===== src/shared/scsc_pkg.sv =====
// Constants for the converter start control block: register map, fields,
// reset values, trigger codes, sequencer states and timing.
// Assumes a 100 MHz system clock and a 32-bit APB register bus.
package scsc_pkg;

	// ****************************************
	// Register byte addresses
	// ****************************************
	localparam logic [7:0] ADDR_CONFIG = 8'h00;
	localparam logic [7:0] ADDR_CONTROL = 8'h04;
	localparam logic [7:0] ADDR_RES_LOW = 8'h08;
	localparam logic [7:0] ADDR_RES_HIGH = 8'h0c;
	localparam logic [7:0] ADDR_INT_STATUS = 8'h10;
	localparam logic [7:0] ADDR_INT_MASK = 8'h14;
	localparam logic [7:0] ADDR_TRACK = 8'hbc;

	// ****************************************
	// Field positions
	// ****************************************
	localparam int CFG_DIV_LSB = 0;
	localparam int CFG_TRACK_MODE_BIT = 5;
	localparam int CFG_BURST_BIT = 6;
	localparam int CTL_SEL_LSB = 0;
	localparam int CTL_BUSY_BIT = 4;
	localparam int CTL_DONE_BIT = 5;
	localparam int INT_DONE_BIT = 0;
	localparam int TRACK_FIELD_W = 6;

	// ****************************************
	// Reset values
	// ****************************************
	localparam logic [5:0] TRACK_RESET = 6'h1e;
	localparam logic [4:0] DIV_RESET = 5'h00;
	localparam logic [2:0] SEL_RESET = 3'h0;

	// ****************************************
	// Start-select codes; 5 to 7 start nothing
	// ****************************************
	localparam logic [2:0] SEL_SOFTWARE = 3'h0;
	localparam logic [2:0] SEL_TMR0 = 3'h1;
	localparam logic [2:0] SEL_TMR2 = 3'h2;
	localparam logic [2:0] SEL_TMR3 = 3'h3;
	localparam logic [2:0] SEL_EXTERNAL = 3'h4;

	typedef enum logic [1:0] {ST_IDLE, ST_GAP, ST_EXTRA, ST_CONV} scsc_state_e;

	// ****************************************
	// Timing
	// ****************************************
	localparam int CLK_FREQ_MHZ = 100;
	localparam int CLK_PERIOD_NS = 1000 / CLK_FREQ_MHZ;
	localparam int TRACK_STEP_NS = 50;
	localparam logic [2:0] TRACK_STEP_CYCLES =
		3'((TRACK_STEP_NS + CLK_PERIOD_NS - 1) / CLK_PERIOD_NS);
	localparam logic [6:0] TRACK_SLOTS = 7'h40;
	localparam int EXTRA_TRACK_CLKS = 3;

endpackage


===== src/verilog/scsc_top.sv =====
// Start control for a successive-approximation converter: clock source and
// divider, trigger selection, busy and done status, burst tracking delays.
// Assumes an APB master on I_CLK, timer overflow pulses from logic on I_CLK,
// and an analog core that presents its result on I_SAR_RESULT at the end.
//
// How it works
// - Converter clock source is system clock, or low-power oscillator in burst mode.
// - Source clock is divided by the divider field of the config register plus one.
// - One of five trigger sources is chosen by the three-bit start select.
// - With software select, writing one to the busy bit starts a conversion.
// - Timer 0, 2 or 3 overflow starts a conversion when selected.
// - A rising edge on the external start input starts a conversion when selected.
// - Busy bit reads one throughout a conversion and zero once it finishes.
// - Busy falling sets the done flag; interrupt raised when enabled.
// - Result bytes hold a valid result while the done flag is one.
// - Timers 2 and 3 use low-byte overflow in 8-bit, high-byte in 16-bit.
// - Burst conversions after the first wait (64 minus track time) times 50 ns.
// - Track mode bit adds three converter clocks of tracking before conversion.
// - The first conversion of a burst gets no tracking delay.
// - Track register bits 7 and 6 read zero; writes there are dropped.
// - Track-time field sits in bits 5 to 0 at address 0xbc.
// - Conversion timing supports 300 ksps at 10-bit resolution.
`timescale 1ns/10ps
`default_nettype none

module scsc_top #(
	parameter int DIV_W = 5,
	parameter int RES_W = 10,
	parameter int CONV_CLKS = 12,
	parameter int BURST_LEN = 4
) (
	input wire logic I_CLK,
	input wire logic I_RESET_N,
	input wire logic I_PSEL,
	input wire logic I_PENABLE,
	input wire logic I_PWRITE,
	input wire logic [7:0] I_PADDR,
	input wire logic [31:0] I_PWDATA,
	output logic [31:0] O_PRDATA,
	output logic O_PREADY,
	output logic O_PSLVERR,
	input wire logic I_TMR0_OVF,
	input wire logic I_TMR2_LOW_OVF,
	input wire logic I_TMR2_HIGH_OVF,
	input wire logic I_TMR2_SPLIT,
	input wire logic I_TMR3_LOW_OVF,
	input wire logic I_TMR3_HIGH_OVF,
	input wire logic I_TMR3_SPLIT,
	input wire logic I_EXT_START,
	input wire logic I_LPOSC,
	input wire logic [RES_W-1:0] I_SAR_RESULT,
	output logic O_SAR_TICK,
	output logic O_SAR_TRACK,
	output logic O_SAR_CONVERT,
	output logic O_IRQ
);
	import scsc_pkg::*;

	localparam int CNT_W = 10;

	if (DIV_W < 1 || DIV_W > 5 || RES_W < 9 || RES_W > 16)
	begin : g_bad_width
		$error("scsc_top: DIV_W must be 1..5 and RES_W 9..16");
	end
	if (CONV_CLKS < 1 || CONV_CLKS > 1023 || BURST_LEN < 1 || BURST_LEN > 64)
	begin : g_bad_count
		$error("scsc_top: CONV_CLKS must be 1..1023 and BURST_LEN 1..64");
	end

	typedef struct packed {
		scsc_state_e st;
		logic [DIV_W-1:0] cfg_div;
		logic cfg_tm;
		logic cfg_burst;
		logic [2:0] sel;
		logic [5:0] track;
		logic done;
		logic mask;
		logic [RES_W-1:0] result;
		logic ext_s1;
		logic ext_s2;
		logic ext_s3;
		logic osc_s1;
		logic osc_s2;
		logic osc_s3;
		logic [DIV_W-1:0] div_cnt;
		logic tick;
		logic [CNT_W-1:0] cnt;
		logic [6:0] burst_left;
		logic [31:0] prdata;
		logic pslverr;
	} scsc_regs_s;

	localparam scsc_regs_s S_RESET = '{
		st: ST_IDLE,
		cfg_div: DIV_W'(DIV_RESET),
		sel: SEL_RESET,
		track: TRACK_RESET,
		default: '0
	};

	scsc_regs_s s_q;
	scsc_regs_s s_d;

	// ****************************************
	// Trigger selection
	// ****************************************
	// Timers 2 and 3 pick the byte whose overflow matches their counting mode
	function automatic logic sel_trigger(input logic [2:0] sel, input logic sw,
		input logic t0, input logic t2, input logic t3, input logic ext);
		logic hit;
		hit = 1'b0;
		unique case (sel)
			SEL_SOFTWARE: hit = sw;
			SEL_TMR0: hit = t0;
			SEL_TMR2: hit = t2;
			SEL_TMR3: hit = t3;
			SEL_EXTERNAL: hit = ext;
			default: hit = 1'b0;
		endcase
		return hit;
	endfunction

	logic apb_wr;
	logic apb_setup;
	logic ext_rise;
	logic osc_rise;
	logic src_tick;
	logic sw_start;
	logic tmr2_ovf;
	logic tmr3_ovf;
	logic trig;
	logic busy;
	logic done_clr;
	logic [6:0] slots_left;
	logic [CNT_W-1:0] gap_len;
	logic [15:0] res16;

	assign apb_wr = I_PSEL & I_PENABLE & I_PWRITE;
	assign apb_setup = I_PSEL & ~I_PENABLE;
	assign ext_rise = s_q.ext_s2 & ~s_q.ext_s3;
	assign osc_rise = s_q.osc_s2 & ~s_q.osc_s3;
	assign src_tick = s_q.cfg_burst ? osc_rise : 1'b1;
	assign tmr2_ovf = I_TMR2_SPLIT ? I_TMR2_LOW_OVF : I_TMR2_HIGH_OVF;
	assign tmr3_ovf = I_TMR3_SPLIT ? I_TMR3_LOW_OVF : I_TMR3_HIGH_OVF;
	assign sw_start = apb_wr & (I_PADDR == ADDR_CONTROL) & I_PWDATA[CTL_BUSY_BIT];
	assign trig = sel_trigger(s_q.sel, sw_start, I_TMR0_OVF, tmr2_ovf, tmr3_ovf,
		ext_rise);
	assign busy = (s_q.st != ST_IDLE);
	assign done_clr = apb_wr & (I_PADDR == ADDR_INT_STATUS) & I_PWDATA[INT_DONE_BIT];
	assign slots_left = TRACK_SLOTS - {1'b0, s_q.track};
	assign gap_len = {3'h0, slots_left} * {7'h0, TRACK_STEP_CYCLES};
	assign res16 = 16'(s_q.result);

	// ****************************************
	// Next-state logic
	// ****************************************
	always_comb
	begin
		s_d = s_q;
		s_d.tick = 1'b0;
		s_d.ext_s1 = I_EXT_START;
		s_d.ext_s2 = s_q.ext_s1;
		s_d.ext_s3 = s_q.ext_s2;
		s_d.osc_s1 = I_LPOSC;
		s_d.osc_s2 = s_q.osc_s1;
		s_d.osc_s3 = s_q.osc_s2;

		// Divider runs freely so the converter clock phase never depends on software
		// Lowering the divisor must not strand the counter above it for a full wrap
		if (src_tick)
		begin
			if (s_q.div_cnt >= s_q.cfg_div)
			begin
				s_d.div_cnt = '0;
				s_d.tick = 1'b1;
			end
			else
			begin
				s_d.div_cnt = s_q.div_cnt + 1'b1;
			end
		end

		if (apb_wr)
		begin
			unique case (I_PADDR)
				ADDR_CONFIG:
				begin
					s_d.cfg_div = I_PWDATA[CFG_DIV_LSB +: DIV_W];
					s_d.cfg_tm = I_PWDATA[CFG_TRACK_MODE_BIT];
					s_d.cfg_burst = I_PWDATA[CFG_BURST_BIT];
				end
				ADDR_CONTROL: s_d.sel = I_PWDATA[CTL_SEL_LSB +: 3];
				ADDR_INT_MASK: s_d.mask = I_PWDATA[INT_DONE_BIT];
				ADDR_TRACK: s_d.track = I_PWDATA[TRACK_FIELD_W-1:0];
				default: s_d.sel = s_q.sel;
			endcase
		end

		// A clear that meets a new completion loses to it
		s_d.done = s_q.done & ~done_clr;

		unique case (s_q.st)
			ST_IDLE:
			begin
				// Only an idle sequencer listens to triggers
				if (trig)
				begin
					s_d.burst_left = s_q.cfg_burst ? 7'(BURST_LEN - 1) : 7'h00;
					s_d.cnt = '0;
					s_d.st = s_q.cfg_tm ? ST_EXTRA : ST_CONV;
				end
			end
			ST_GAP:
			begin
				if (s_q.cnt == gap_len - 1'b1)
				begin
					s_d.cnt = '0;
					s_d.st = s_q.cfg_tm ? ST_EXTRA : ST_CONV;
				end
				else
				begin
					s_d.cnt = s_q.cnt + 1'b1;
				end
			end
			ST_EXTRA:
			begin
				if (s_q.tick)
				begin
					if (s_q.cnt == CNT_W'(EXTRA_TRACK_CLKS - 1))
					begin
						s_d.cnt = '0;
						s_d.st = ST_CONV;
					end
					else
					begin
						s_d.cnt = s_q.cnt + 1'b1;
					end
				end
			end
			ST_CONV:
			begin
				// CONV_CLKS sets the throughput; 12 clocks at 4 MHz give 333 ksps
				if (s_q.tick)
				begin
					if (s_q.cnt == CNT_W'(CONV_CLKS - 1))
					begin
						s_d.cnt = '0;
						s_d.result = I_SAR_RESULT;
						if (s_q.burst_left != 7'h00)
						begin
							s_d.burst_left = s_q.burst_left - 1'b1;
							s_d.st = ST_GAP;
						end
						else
						begin
							s_d.st = ST_IDLE;
							s_d.done = 1'b1;
						end
					end
					else
					begin
						s_d.cnt = s_q.cnt + 1'b1;
					end
				end
			end
		endcase

		// ****************************************
		// APB read data, latched in the setup cycle
		// ****************************************
		if (apb_setup)
		begin
			s_d.prdata = 32'h0;
			s_d.pslverr = 1'b0;
			unique case (I_PADDR)
				ADDR_CONFIG:
				begin
					s_d.prdata[CFG_DIV_LSB +: DIV_W] = s_q.cfg_div;
					s_d.prdata[CFG_TRACK_MODE_BIT] = s_q.cfg_tm;
					s_d.prdata[CFG_BURST_BIT] = s_q.cfg_burst;
				end
				ADDR_CONTROL:
				begin
					s_d.prdata[CTL_SEL_LSB +: 3] = s_q.sel;
					s_d.prdata[CTL_BUSY_BIT] = busy;
					s_d.prdata[CTL_DONE_BIT] = s_q.done;
				end
				ADDR_RES_LOW: s_d.prdata[7:0] = res16[7:0];
				ADDR_RES_HIGH: s_d.prdata[7:0] = res16[15:8];
				ADDR_INT_STATUS: s_d.prdata[INT_DONE_BIT] = s_q.done;
				ADDR_INT_MASK: s_d.prdata[INT_DONE_BIT] = s_q.mask;
				ADDR_TRACK: s_d.prdata[TRACK_FIELD_W-1:0] = s_q.track;
				default: s_d.pslverr = 1'b1;
			endcase
		end
	end

	always_ff @(posedge I_CLK)
	begin
		if (!I_RESET_N)
			s_q <= S_RESET;
		else
			s_q <= s_d;
	end

	assign O_PRDATA = s_q.prdata;
	assign O_PREADY = 1'b1;
	assign O_PSLVERR = s_q.pslverr;
	assign O_SAR_TICK = s_q.tick;
	assign O_SAR_TRACK = (s_q.st == ST_GAP) | (s_q.st == ST_EXTRA);
	assign O_SAR_CONVERT = (s_q.st == ST_CONV);
	assign O_IRQ = s_q.done & s_q.mask;
endmodule

`default_nettype wire

===== config.mk =====
export PLATFORM = sky130hd
export DESIGN_NAME = scsc_top
export DESIGN_NICKNAME = d
export VERILOG_FILES = /design/src/shared/scsc_pkg.sv /design/src/verilog/scsc_top.sv
export SDC_FILE = /design/constraint.sdc
export NUM_CORES = 1
export LEC_CHECK = 0
export ABC_AREA = 1
export BUFFER_PORTS_ARGS = -buffer_cell sky130_fd_sc_hd__buf_2
export CAP_MARGIN = 20
export CORE_ASPECT_RATIO = 0.5
export CORE_UTILIZATION = 45
export CTS_CLUSTER_SIZE = 14
export DETAILED_ROUTE_END_ITERATION = 7
export PLACE_DENSITY = 0.77
export SKIP_CTS_REPAIR_TIMING = 1
export SLEW_MARGIN = 20
export SYNTH_ARGS = -nofsm -noshare
export SYNTH_HDL_FRONTEND = slang
export SYNTH_SLANG_ARGS = --single-unit

===== constraint.sdc =====
create_clock -name I_CLK -period 2.9 [get_ports I_CLK]
set_input_delay 0.29 -clock I_CLK [delete_from_list [all_inputs] [get_ports I_CLK]]
set_output_delay 0.29 -clock I_CLK [all_outputs]
set_load 0.02 [all_outputs]

# Word level (Yosys, flattened, before mapping)
# Cells that the tools add are included.
# word_totals
elab_cells	120
out_inout_bits	38
regBits	68
inputBits	64
# op_classes
reduce_logical	16
mul	1
magnitude_cmp	1
n_eq_ne	23
n_bitwise	16
addsub	5
n_mux	37
# ops
op	n
10-bit 2-to-1 mux	4
10-bit case mux with 4 select lines	1
17-bit 2-to-1 mux	2
8-bit by 4-bit equality test with 1-bit output, second input constant	2
8-bit by 5-bit equality test with 1-bit output, second input constant	2
2-bit case mux with 4 select lines	2
2-bit 2-to-1 mux	7
7-bit 2-to-1 mux	2
7-bit case mux with 2 select lines	1
1-bit 2-to-1 mux	12
1-bit AND	11
10-bit by 1-bit adder with 10-bit output, second input constant	1
10-bit equality test	1
10-bit by 2-bit equality test with 1-bit output, second input constant	1
10-bit by 4-bit equality test with 1-bit output, second input constant	1
7-bit by 3-bit multiplier with 10-bit output, second input constant	1
2-bit case mux with 5 select lines	1
2-bit AND reduction	5
10-bit by 1-bit subtractor with 10-bit output, second input constant	1
8-bit by 3-bit equality test with 1-bit output, second input constant	1
8-bit equality test, second input constant	1
8-bit zero test	1
2-bit inequality test, second input constant	4
1-bit case mux with 7 select lines	1
other kinds (24)	33

# Depth between registers and ports, before layout
# logic_depth
ltp_word	10
ltp_mapped	23
ltp_nobuf	23

# Worst setup path before layout
# Ideal clock, no wire load.
# synth_path
kind	register to register
start	register s_q[74] (netlist bit)
end	register s_q[44] (netlist bit)
setup_time_ns	0.109
n_path_buf	0
arrival_ns	2.907
path_slack_ns	-0.116
period_less_slack_ns	3.016
path_stages_with_launch	22
required_ns	2.791
cell_sequence	dfxtp_1 inv_2 ha_1 xnor2_1 inv_1 fa_1 inv_1 ha_1 nand2_1 nand2_1 a21oi_1 nand2_1 nand2_1 nand2_1 inv_1 nand4_1 nand2_1 nand2_2 nand2_1 nand2_1 nand2_1 inv_1
# synth_via
elab_chain_len	6
# synth_lines
item	line_no	source
from (decl)	scsc_top.sv:102	scsc_regs_s s_q;
from (signal assigned)	scsc_top.sv:302	s_q <= S_RESET;
from (signal assigned)	scsc_top.sv:304	s_q <= s_d;
7-bit by 6-bit subtractor with 7-bit output	scsc_top.sv:151	assign slots_left = TRACK_SLOTS - {1'b0, s_q.track};
7-bit by 3-bit multiplier with 10-bit output	scsc_top.sv:152	assign gap_len = {3'h0, slots_left} * {7'h0, TRACK_STEP_CYCLES};
10-bit by 1-bit subtractor with 10-bit output	scsc_top.sv:216	if (s_q.cnt == gap_len - 1'b1)
10-bit equality test	scsc_top.sv:216	
10-bit 2-to-1 mux	scsc_top.sv:216	
10-bit case mux with 4 select lines	scsc_top.sv:203	unique case (s_q.st)
# No other way between the ends.
# A chain may end at the register's enable or synchronous reset.

# Worst setup path in the final report
# layout_path
start	register s_q[74] (netlist bit)
end	register s_q[91] (netlist bit)
# layout_via
elab_chain_len	6
# layout_lines
item	line_no
7-bit by 6-bit subtractor with 7-bit output	scsc_top.sv:151
7-bit by 3-bit multiplier with 10-bit output	scsc_top.sv:152
10-bit by 1-bit subtractor with 10-bit output	scsc_top.sv:216
10-bit equality test	scsc_top.sv:216
2-bit inequality test (no line)	-
6-bit AND reduction (no line)	-
# No other way between the ends.

==> flow_metrics.env <==
export IMPL_synth_flop_cell="dfxtp_1"
export IMPL_power_density_cell_area_nw_per_um2=580
export IMPL_highest_fanout_seen_on_the_critical_path=5
export IMPL_finalWorstPathRequiredPeriod_ps=3060
export IMPL_clock_root_buffer="clkbuf_16"
export IMPL_clkLatencyLatePin_ps=330
export IMPL_worstSetupPathType="reg -> reg"
export IMPL_first_drt_iteration_drcs=347
export IMPL_reported_leakage_power_nw=2.55
export IMPL_synth_largest_type_area_fraction_pct=30.1
export IMPL_totalNegativeSetupSlack_ps=-1220
export IMPL_place_port_buffers=51
export IMPL_num_io_pins=102
export IMPL_grt_pass1_vias=4024
export IMPL_core_area_sq_um=9600
export IMPL_relSlewSlack_pct=45.2
export IMPL_syn_area_per_cell_sq_um=6.80
export IMPL_via_count=4309
export IMPL_critical_path_max_stage_delay_ps=560
export IMPL_postRouteAntennaNets=0
export IMPL_worst_path_required_ps=3170
export IMPL_placement_rows=25
export IMPL_crit_path_top_delay_cell="fa_1"
export IMPL_worstSetupEndpointType="register"
export IMPL_grt_overflow_total=0
export IMPL_gp_congestion=0.884
export IMPL_hold_path_startpoint="I_LPOSC"
export IMPL_grt_setup_unrepaired="yes"
export IMPL_clock_skew_ps=6.93
export IMPL_synth_yosys_warnings=0
export IMPL_fp_dieArea_sq_um=10500
export IMPL_instances_no_fill=868
export IMPL_cts_num_sinks=68
export IMPL_placedCellCount=849
export IMPL_whs_path_depth=3
export IMPL_grt_first_pass_wirelength_microns=17800
export IMPL_power_ir_vdd_worst_mv=0.373
export IMPL_synth_cells=664
export IMPL_final_layout_size_suffix_gt1_share_pct=19.8
export IMPL_grtUsageTotal_pct=21.7
export IMPL_ys_top_cells_by_area="dfxtp_1 30%, nand2_1 13%, inv_1 8.6%"
export IMPL_design_power_total_mw=3.12
export IMPL_clock_tree_from_tritoncts="yes"
export IMPL_final_net_count=823
export IMPL_synth_sequential_area_ratio_pct=30.1
export IMPL_die_x_microns=144
export IMPL_final_common_cell="nand2_1"
export IMPL_wl_per_cell_microns=12.2
export IMPL_timing_reg2reg_worst_path_depth=22
export IMPL_hold_path_endpoint="s_d[57]"
export IMPL_pin_count_of_the_biggest_net_entering_global_routing=37
export IMPL_cts_max_path_buffers=2
export IMPL_timing_critical_path_mode_cell="nand2_1"
export IMPL_timing_worst_slew_pin_value_ps=818
export IMPL_worstSetupStartpointType="register"
export IMPL_drc=0
export IMPL_clock_fmax_mhz=326
export IMPL_reg2reg_from="s_q[74]"
export IMPL_area_delta_synth_final_pct=18.9
export IMPL_synth_largest_area_cell="dfxtp_1"
export IMPL_htree_num_levels=3
export IMPL_critPathArrivalTime_ps=3330
export IMPL_layout_common_cells="142 x nand2_1, 99 x inv_1, 65 x dfxtp_1"
export IMPL_failed_checks="negative setup slack"
export IMPL_post_synthesis_sequential_element_count=68
export IMPL_synth_distinct_cells=44
export IMPL_cts_buffers=9
export IMPL_detailedPlace_worstSlack_ps=-221
export IMPL_antenna_found_initial=0
export IMPL_path_delay_family="simple AND/OR/NAND/NOR gates"
export IMPL_final_hold_violation_count=0
export IMPL_number_of_pins_exceeding_their_max_slew_limit_in_the_final_report=0
export IMPL_via_per_inst=4.96
export IMPL_detailedRoute_firstPassIterationCount=5
export IMPL_hp_class="in -> reg"
export IMPL_detailedPlacementHpwl_microns=7940
export IMPL_initial_core_util_pct=47.0
export IMPL_chipHeight_microns=72.9
export IMPL_cp_startpoint="s_q[74]"
export IMPL_finalWorstSetupSlack_ps=-165
export IMPL_crit_reg2reg_capture="s_q[91]"
export IMPL_antenna_cells=0
export IMPL_max_cap_violations=0
export IMPL_chain_of_cells_forming_the_critical_path="inv_4 > ha_4 > nand3_4 > xor2_4 > fa_1 > inv_2 > ha_4 > nand2_4 > inv_2 > nand2_2 > nand2_2 > nand2_1 > nand2_1 > nand2_1 > nor2_1 > nand4_1 > nand2_2 > buf_6 > nand3_4 > nand2_1 > nand2_1 > nor2_1"
export IMPL_post_synth_instance_area_sq_um=4520
export IMPL_fin_crit_sh_pct=106
export IMPL_asyncSetResetFlopFracSynth_pct=0
export IMPL_synth_edf_count=0
export IMPL_crit_buf_inv=4
export IMPL_finalSetupViolations=12
export IMPL_cts_clk_slew_worst_paths_ps=60
export IMPL_run_status="finished with violations"
export IMPL_drt_wl_total_microns=10600
export IMPL_regToRegSetupSlack_ps=-160
==> routing by layer <==
metal | up-vias | wire (microns) | GRT usage (%) | part of all wire (%)
met5 | - | 0 | 0 | 0
met3 | 15 | 516 | 5.25 | 4.9
li1 | 2183 | - | - | -
met2 | 125 | 5060 | 38.2 | 48
met1 | 1986 | 4910 | 26.3 | 46
met4 | 0 | 134 | 6.86 | 1.3
==> through the flow <==
step,cell area [sq um],hold slack (ps),utilization [%]
after floorplan,4650,388,-
after detailed placement,4930,397,51.3
final,5370,142,55.9
after CTS,5200,138,54.1
after global routing,5370,154,55.9
after global placement,4930,392,51.3
==> cells in the mapped netlist (3+ instances only) <==
| cell | number |
|---|---|
| nor2_4 | 4 |
| o21a_1 | 3 |
| nand2_1 | 151 |
| nand3_1 | 27 |
| xnor2_1 | 6 |
| nand4_1 | 11 |
| ha_1 | 28 |
| xor2_1 | 16 |
| nor2_2 | 3 |
| o22ai_1 | 4 |
| clkbuf_1 | 8 |
| o21ai_0 | 43 |
| fa_1 | 3 |
| inv_1 | 104 |
| buf_4 | 33 |
| nor3_1 | 10 |
| a21oi_1 | 54 |
| nor2_1 | 49 |
| nand2_2 | 5 |
| dfxtp_1 | 68 |
==> report_power, final <==
group,internal (mW),leakage [nW],switching [mW]
Combinational,0.329,1.87,0.730
Clock,0.599,0.129,0.399
Sequential,1.01,0.551,0.0568
==> how the worst max path moves through the flow <==
stage,cells past startpoint,endpoint
5_1_grt,22,s_q[91]
6_report,22,s_q[91]
4_1_cts,22,s_q[44]
2_1_floorplan,22,s_q[44]
3_3_place_gp,22,s_q[44]
3_5_place_dp,22,s_q[44]
==> sequential cells by signal, summed over array words and instances (netlist names) <==
signal	cells
res16	10
O_PSLVERR	1
O_PRDATA	8
s_d	4
O_SAR_TICK	1
s_q	44
==> cell families after synthesis <==
logic type	synth area share, %
other cells	0.166
simple gates	26.5
flops	30.1
buf+inv	15.5
compound gates	14.3
xor+xnor	4.26
fa+ha+maj	9.08
==> final cells by class <==
type,instances,area [sq um]
Tap cell,135,169
Timing Repair Buffer,73,424
Fill cell,875,4230
Sequential cell,68,1370
Inverter,108,409
Clock buffer,12,246
Multi-Input combinational cell,468,2730
Clock inverter,4,25.0
==> tightest hold or removal path, delay by kind of cell <==
family	cells	cell delay [ps]
and+or+nand+nor	1	40
buffers and inverters	2	120
Note: power is estimated with default switching activity, not from simulation.
